**config.mk**
```make
export PLATFORM = sky130hd
export DESIGN_NAME = supply_undervoltage_detector
export DESIGN_NICKNAME = d
export VERILOG_FILES = /design/src/logic/uv_detect_pkg.sv /design/src/logic/level_sync.sv /design/src/logic/supply_undervoltage_detector.sv
export VERILOG_INCLUDE_DIRS = /design/src /design/src/logic
export SDC_FILE = /design/constraint.sdc
export NUM_CORES = 1
export LEC_CHECK = 0
export BUFFER_PORTS_ARGS = -buffer_cell sky130_fd_sc_hd__buf_4
export CAP_MARGIN = 15
export CORE_MARGIN = 4
export CORE_UTILIZATION = 30
export DETAILED_ROUTE_END_ITERATION = 7
export PLACE_DENSITY = 0.78
export SKIP_CTS_REPAIR_TIMING = 1
export SYNTH_ARGS = -nofsm -noshare
export SYNTH_HDL_FRONTEND = slang
export SYNTH_HIERARCHICAL = 1
export SYNTH_SLANG_ARGS = --single-unit
export TNS_END_PERCENT = 30
```
**constraint.sdc**
```tcl
create_clock -name CLK_SYS -period 4.4 [get_ports CLK_SYS]
set_input_delay 1.1 -clock CLK_SYS [delete_from_list [all_inputs] [get_ports CLK_SYS]]
set_output_delay 1.1 -clock CLK_SYS [all_outputs]
set_load 0.005 [all_outputs]
```
**src/logic/uv_detect_consts.svh**
```systemverilog
// Notes on behaviour
// - enabled: compare supply, raise interrupt or reset
// - ten selectable levels, interrupt or reset choice
// - keeps working while chip is in stop
// - detector reset sets reset cause flag bit0
// - control register clears except on own reset
// - bit7 enables detection when set
// - bit1 selects interrupt (0) or reset (1)
// - bit0 read-only, shows below-level when enabled
// - bit4 value undefined, never relied upon
// - own reset keeps enable and mode bits
// - flag drives interrupt when enabled, mode 0
// - control register takes bit and byte writes
// - level register byte writes only, reset 00h
// - no reset when mode set above level
`ifndef UV_DETECT_CONSTS_SVH
`define UV_DETECT_CONSTS_SVH
`define UV_CTRL_ADDR 16'hffbe
`define UV_LEVEL_ADDR 16'hffbf
`define UV_EN_BIT 7
`define UV_MODE_BIT 1
`define UV_FLAG_BIT 0
`define UV_CTRL_RESET 8'h00
`define UV_LEVEL_RESET 8'h00
`define UV_LEVEL_MASK 8'h0f
`define UV_SETTLE_US 200
`define UV_CLK_MHZ 100
`define UV_SETTLE_CYC ((`UV_SETTLE_US * `UV_CLK_MHZ))
`endif

```
**src/logic/uv_detect_pkg.sv**
```systemverilog
package uv_detect_pkg;
    typedef struct packed {
        logic wr;
        logic bit_wr;
        logic [2:0] bit_sel;
        logic [15:0] addr;
        logic [7:0] wdata;
    } cpu_req_t;
    typedef struct packed {
        logic enable;
        logic reset_mode;
    } uv_ctrl_t;
endpackage

```
**src/logic/level_sync.sv**
```systemverilog
module level_sync (
    input wire logic clk,
    input wire logic rst,
    input wire logic d,
    output logic q
);
    logic meta_r;
    logic meta_nxt;
    logic q_r;
    logic q_nxt;
    always_comb begin
        meta_nxt = d;
        q_nxt = meta_r;
    end
    always_ff @(posedge clk) begin
        if (rst) begin
            meta_r <= 1'b0;
            q_r <= 1'b0;
        end else begin
            meta_r <= meta_nxt;
            q_r <= q_nxt;
        end
    end
    assign q = q_r;
endmodule

```
**src/logic/supply_undervoltage_detector.sv**
```systemverilog
`include "uv_detect_consts.svh"
module supply_undervoltage_detector (
    input wire logic CLK_SYS,
    input wire logic RST,
    input wire logic UV_OWN_RST,
    input wire logic STOP_MODE,
    input wire uv_detect_pkg::cpu_req_t CPU_REQ,
    input wire logic CPU_RD,
    input wire logic [15:0] CPU_RD_ADDR,
    output logic [7:0] CPU_RDATA,
    output logic CPU_RD_HIT,
    input wire logic COMP_BELOW,
    output logic [3:0] LEVEL_CODE,
    output logic COMP_ON,
    output logic UNDERVOLTAGE_IRQ,
    output logic UV_RESET_REQ,
    output logic UNDERVOLTAGE_RESET_CAUSE_FLAG
);
    import uv_detect_pkg::*;

    // stop mode deliberately unused: detection runs in every mode
    logic below_s;

    // decoded strobes and the control byte as software sees it
    logic wr_ctrl;
    logic wr_level;
    logic wr_bit;
    logic rd_ctrl;
    logic rd_level;
    logic [7:0] ctrl_view;
    logic [7:0] ctrl_wr;

    uv_ctrl_t ctrl_r;
    uv_ctrl_t ctrl_nxt;
    logic [7:0] level_r;
    logic [7:0] level_nxt;

    logic flag_r;
    logic flag_nxt;
    logic irq_r;
    logic irq_nxt;
    logic rreq_r;
    logic rreq_nxt;
    logic cause_r;
    logic cause_nxt;

    logic [7:0] rdata_r;
    logic [7:0] rdata_nxt;
    logic hit_r;
    logic hit_nxt;

    level_sync u_sync (
        .clk(CLK_SYS),
        .rst(RST),
        .d(COMP_BELOW),
        .q(below_s)
    );

    always_comb begin
        wr_ctrl = CPU_REQ.wr && (CPU_REQ.addr == `UV_CTRL_ADDR);
        wr_level = CPU_REQ.wr && (CPU_REQ.addr == `UV_LEVEL_ADDR);
        wr_bit = CPU_REQ.bit_wr;
    end

    always_comb begin
        rd_ctrl = CPU_RD && (CPU_RD_ADDR == `UV_CTRL_ADDR);
        rd_level = CPU_RD && (CPU_RD_ADDR == `UV_LEVEL_ADDR);
    end

    always_comb begin
        ctrl_view = 8'h00;
        ctrl_view[`UV_EN_BIT] = ctrl_r.enable;
        ctrl_view[`UV_MODE_BIT] = ctrl_r.reset_mode;
        ctrl_view[`UV_FLAG_BIT] = flag_r;
    end

    // a bit write merges into the current image, so untouched bits keep their value
    always_comb begin
        ctrl_wr = ctrl_view;
        if (wr_bit) begin
            ctrl_wr[CPU_REQ.bit_sel] = CPU_REQ.wdata[0];
        end else begin
            ctrl_wr = CPU_REQ.wdata;
        end
    end

    always_comb begin
        ctrl_nxt = ctrl_r;
        if (wr_ctrl) begin
            ctrl_nxt.enable = ctrl_wr[`UV_EN_BIT];
            ctrl_nxt.reset_mode = ctrl_wr[`UV_MODE_BIT];
        end
    end

    // only the general reset clears these; the detector's own reset leaves them
    always_ff @(posedge CLK_SYS) begin
        if (RST) begin
            ctrl_r <= '0;
        end else begin
            ctrl_r <= ctrl_nxt;
        end
    end

    always_comb begin
        level_nxt = level_r;
        // only whole-byte writes reach the level register
        if (wr_level && !wr_bit) begin
            level_nxt = CPU_REQ.wdata & `UV_LEVEL_MASK;
        end
        // the detector's own reset returns the level to its default
        if (UV_OWN_RST) begin
            level_nxt = `UV_LEVEL_RESET;
        end
    end

    always_ff @(posedge CLK_SYS) begin
        if (RST) begin
            level_r <= `UV_LEVEL_RESET;
        end else begin
            level_r <= level_nxt;
        end
    end

    always_comb begin
        flag_nxt = 1'b0;
        if (ctrl_r.enable) begin
            flag_nxt = below_s;
        end
    end

    always_ff @(posedge CLK_SYS) begin
        if (RST) begin
            flag_r <= 1'b0;
        end else begin
            flag_r <= flag_nxt;
        end
    end

    always_comb begin
        irq_nxt = 1'b0;
        if (ctrl_r.enable && !ctrl_r.reset_mode) begin
            irq_nxt = flag_r;
        end
    end

    always_ff @(posedge CLK_SYS) begin
        if (RST) begin
            irq_r <= 1'b0;
        end else begin
            irq_r <= irq_nxt;
        end
    end

    // reset only from a synchronised low reading, so mode set while above gives none
    always_comb begin
        rreq_nxt = 1'b0;
        if (ctrl_r.enable && ctrl_r.reset_mode) begin
            rreq_nxt = flag_r;
        end
    end

    always_ff @(posedge CLK_SYS) begin
        if (RST) begin
            rreq_r <= 1'b0;
        end else begin
            rreq_r <= rreq_nxt;
        end
    end

    // sticky until the general reset; one request cycle is enough to mark the cause
    always_comb begin
        cause_nxt = cause_r;
        if (rreq_r) begin
            cause_nxt = 1'b1;
        end
    end

    always_ff @(posedge CLK_SYS) begin
        if (RST) begin
            cause_r <= 1'b0;
        end else begin
            cause_r <= cause_nxt;
        end
    end

    always_comb begin
        hit_nxt = rd_ctrl | rd_level;
    end

    always_ff @(posedge CLK_SYS) begin
        if (RST) begin
            hit_r <= 1'b0;
        end else begin
            hit_r <= hit_nxt;
        end
    end

    // bit4 reads zero here; software must ignore it anyway
    always_comb begin
        rdata_nxt = 8'h00;
        if (rd_ctrl) begin
            rdata_nxt = ctrl_view;
        end else if (rd_level) begin
            rdata_nxt = level_r;
        end
    end

    always_ff @(posedge CLK_SYS) begin
        if (RST) begin
            rdata_r <= 8'h00;
        end else begin
            rdata_r <= rdata_nxt;
        end
    end

    assign CPU_RDATA = rdata_r;
    assign CPU_RD_HIT = hit_r;
    assign LEVEL_CODE = level_r[3:0];
    assign COMP_ON = ctrl_r.enable;
    assign UNDERVOLTAGE_IRQ = irq_r;
    assign UV_RESET_REQ = rreq_r;
    assign UNDERVOLTAGE_RESET_CAUSE_FLAG = cause_r;
endmodule

```
== After elaboration in Yosys (flattened, before gate mapping) ==
Cells that the tools add are included.
Storage, ports and cells
  register bits after elaboration: 18
  input bits: 51
  logic and storage cells: 44
Operators by class
  $lt $le $gt $ge: 2
  eq/ne operators: 4
  muxes and demuxes: 6
  bitwise operators: 5
  reduce and logical (&&, ||, !) cells: 15
Operators by type and width (number)
  equality test 16 bit (second input constant): 4
  2-to-1 mux 8 bit: 2
  bitwise mux 8 bit: 1
  logical AND 1 bit: 8
  OR reduction 2 bit: 4
  less-than comparator 3 x 4 -> 1 bit (second input constant): 1
  2-to-1 mux 4 bit: 1
  inverter 1 bit: 4
  demux 1 bit (select 3 bit): 1
  >= comparator 3 x 1 -> 1 bit (second input constant): 1
  OR reduction 3 bit: 1
  logical NOT 1 bit: 2
  2-to-1 mux 1 bit: 1
  bitwise OR 1 bit: 1

== Depth between registers and ports, before layout ==
  depth in word-level cells: 6
  mapped depth: 5
  mapped depth without buffers: 4

== Modules after synthesis ==
Netlist, hierarchy kept.
Modules (own cells, without submodules)
  supply_undervoltage_detector: instances 1, cells each 76, area each 681.9 µm², sequential area each 320.3 µm²
  level_sync: instances 1, cells each 4, area each 52.6 µm², sequential area each 40.0 µm²

== Worst setup path before layout ==
Ideal clock, no wire load.
  kind: input to register
  start: in CPU_REQ[14] (netlist name)
  end: reg ctrl_r[0] (netlist name)
  setup time: 70 ps
  arrival: 2275 ps
  path slack: 2055 ps
  cell stages on the path: 5
  buffers on the path: 1
  cells stage by stage: nand4b_1 or4_1 clkbuf_2 a211o_1 a21oi_1
On the way
  word-level cells in the longest chain between the ends: 2
Ends and longest elaborated chain
  start: declaration: line supply_undervoltage_detector.sv:7  | input wire uv_detect_pkg::cpu_req_t CPU_REQ,
  equality test 16 bit (no line)
  logical AND 1 bit: line supply_undervoltage_detector.sv:60  | wr_ctrl = CPU_REQ.wr && (CPU_REQ.addr == `UV_CTRL_ADDR);
  end signal: assignment: line supply_undervoltage_detector.sv:100  | ctrl_r <= ctrl_nxt;
  end: declaration: line supply_undervoltage_detector.sv:33  | uv_ctrl_t ctrl_r;
Every way passes these cells.
A chain may end at the register's enable or synchronous reset.

== Final worst setup path ==
Same ends and word-level chain as after synthesis.

==> run summary <==
Core area = 2280 sq um
Flop-to-flop setup slack = 3.52 ns
Ant. Diodes = 0
Die Span X = 57.5 microns
Largest net degree at the start of global routing = 10
Final setup vio count = 0
Die area = 3300 sq um
Critical path, cell by cell = buf_4 -> nand4b_1 -> or4_1 -> a211o_1 -> a21oi_1
Crit. End Element = flop
Residual DRC count = 0
Skew final = 0.00653 ns
Normalized max-slew margin = 60.7%
Drt total wl = 2.10 mm
Setup slack after layout = 2.13 ns
Share of cells above drive strength 1 = 45.4%
Vert. Die Dim = 57.5 microns
Synth unique cells = 24
GRT overflow = 0
Highest Clock Rate = 0.441 GHz
Initial Utilization = 32.3%
Lkg Pwr = 0.000573 uW
Placed cell areas = 1200 sq um
Hold WC Path Type = reg -> reg
Clk Latency, worst-skew pair = 0.28 ns
Slew at the pin closest to its max-slew limit = 0.584 ns
Fin Setup TNS = 0 ns
Nets@finish = 194
Mapped Area = 734 sq um
First-pass GRT wire length = 3.53 mm
H-tree depth = 1
Max IR drop VDD = 138 uV
Worst-path clk slew = 0.08 ns
First-pass DRT Iterations = 4
Num ports = 68
Status = complete, no violations
Yosys warns = 6
Gr usage total = 13.5%
Area of the multi-input gates = 350 sq um
Final-layout fill cell count = 211
Slowest cell on crit path = or4_1
Initial DRC count = 14
Initial antenna violation count = 0
Final GP Congestion = 0.726
Dpl ws = 1.85 ns
Mean Syn Cell Area = 9.18 sq um
CTS Buffer Depth = 2
#FFs+latches synth = 18
Fin area = 1220 sq um
Number of port buffers = 60
Data required, critical path = 4.62 ns
Antenna viol nets, final = 0
Synth-to-layout area growth = 66.4%
Max_cap viols = 0
CTS sink cnt = 18
# rows = 17
Crit-path max FO = 8
Max stage delay on crit path = 0.67 ns
Min Tclk post-route = 2.27 ns
DR WL/cell = 12.4 microns
CTS tree = yes
CTS Buf Count = 3
Synth Instances = 80
Vias in the first global route = 837
CTS root buf = clkbuf_4
Endpoints failing hold = 0
CP Launch Type = primary input
Arrival time worst endpoint = 2.48 ns
Dpl hpwl = 1.80 mm
Register Area = 360 sq um
Max-slew violation count = 0
Kind of critical path = in -> reg
Final Cycle Share = 51.6%
Pwr dens = 231 nW/um^2
DR vias/cell = 4.91
Setup repair after global routing missed its margin = false
Total power = 282 uW
Register area share after synthesis = 49.1%
Via count = 830
-- critical path, delay by kind of cell --
kind,cells,cell delay (ns)
buffers and inverters,1,0.10
AOI/OAI and AO/OA,2,0.43
and+or+nand+nor,2,0.85
-- Yosys cell counts (all sizes together) --
library cell   n  share of area (%)
dfxtp         18                 49
nor2b          7                6.0
a21oi          6                4.1
nand4          6                5.1
o21ai          6                4.1
and3           5                4.3
nand3          5                3.4
buf            3                3.1
nand2          3                1.5
nor2           3                1.5
mux2i          2                2.7
nand4b         2                2.4
nor4           2                1.7
o21bai         2                2.0
a211o          1                1.2
and2           1               0.85
and3b          1                1.2
clkbuf         1               0.68
conb           1               0.51
inv            1               0.51
nor3b          1                1.0
o41ai          1                1.2
or2            1               0.85
or4            1                1.0
-- path summary, 6_finish.rpt --
check / cells after the start / end / startpoint
setup / recovery: 5 / ctrl_r[0] / CPU_REQ[14]
hold / removal: 1 / flag_r / u_sync/q
hold reg to reg: 1 / flag_r / u_sync/q
setup reg to reg: 3 / COMP_ON / COMP_ON
-- cell usage in the layout (no fill, tap or decap), drive strengths merged, types with 3 or more instances in the layout --
cell type,Yosys,final
nor2,3,3
o21ai,6,6
conb,1,3
nand4,6,6
buf,3,60
dfxtp,18,18
clkbuf,1,3
and3,5,5
nand3,5,5
nor2b,7,7
nand2,3,3
a21oi,6,6
-- area by class of cell --
cell class	count	share of cell area [%]
repair buffers	60	36.8
clock buffers	3	1.84
inverters	1	0.307
well taps	28	2.87
flip-flops and latches	18	29.5
multi-input cells	59	28.7
-- cells by family (layout without fill, tap and decap cells) --
kind of cell | count (synthesis) | count (layout) | share of synthesized area [%]
AOI/OAI and AO/OA | 16 | 16 | 12.6
muxes | 2 | 2 | 2.73
buffers and inverters | 5 | 64 | 4.26
DFF | 18 | 18 | 49.1
and+or+nand+nor | 38 | 38 | 30.8
other | 1 | 3 | 0.511
-- metal layers --
layer | global-route usage (%) | vias to the layer above | routed length (microns)
li1 | - | 414 | -
met1 | 13.7 | 372 | 770
met2 | 21.9 | 42 | 1020
met3 | 7.92 | 2 | 292
met4 | 6.62 | 0 | 14
met5 | 0 | - | 0
-- flip-flops by register name (all words and copies together), names as in the netlist --
signal	cells
COMP_ON	1
CPU_RDATA	5
CPU_RD_HIT	1
UNDERVOLTAGE_IRQ	1
UNDERVOLTAGE_RESET_CAUSE_FLAG	1
UV_RESET_REQ	1
ctrl_r	1
flag_r	1
level_r	4
u_sync/meta_r	1
u_sync/q	1
-- where the power goes --
part	total, uW	internal [uW]	switching, uW
Combinational	42.6	29.6	13.1
Clock	75.5	31.7	43.8
Sequential	164	164	0.139
-- stage by stage --
step                      util (%)  instances  hold slack [ns]
after floorplan                  -         82            0.406
after global placement        52.7        166            0.412
after detailed placement      52.7        166            0.426
after CTS                     53.7        169            0.448
after global routing          53.7        169            0.451
final                         53.7        169            0.441
Note: power is estimated with default switching activity, not from simulation.
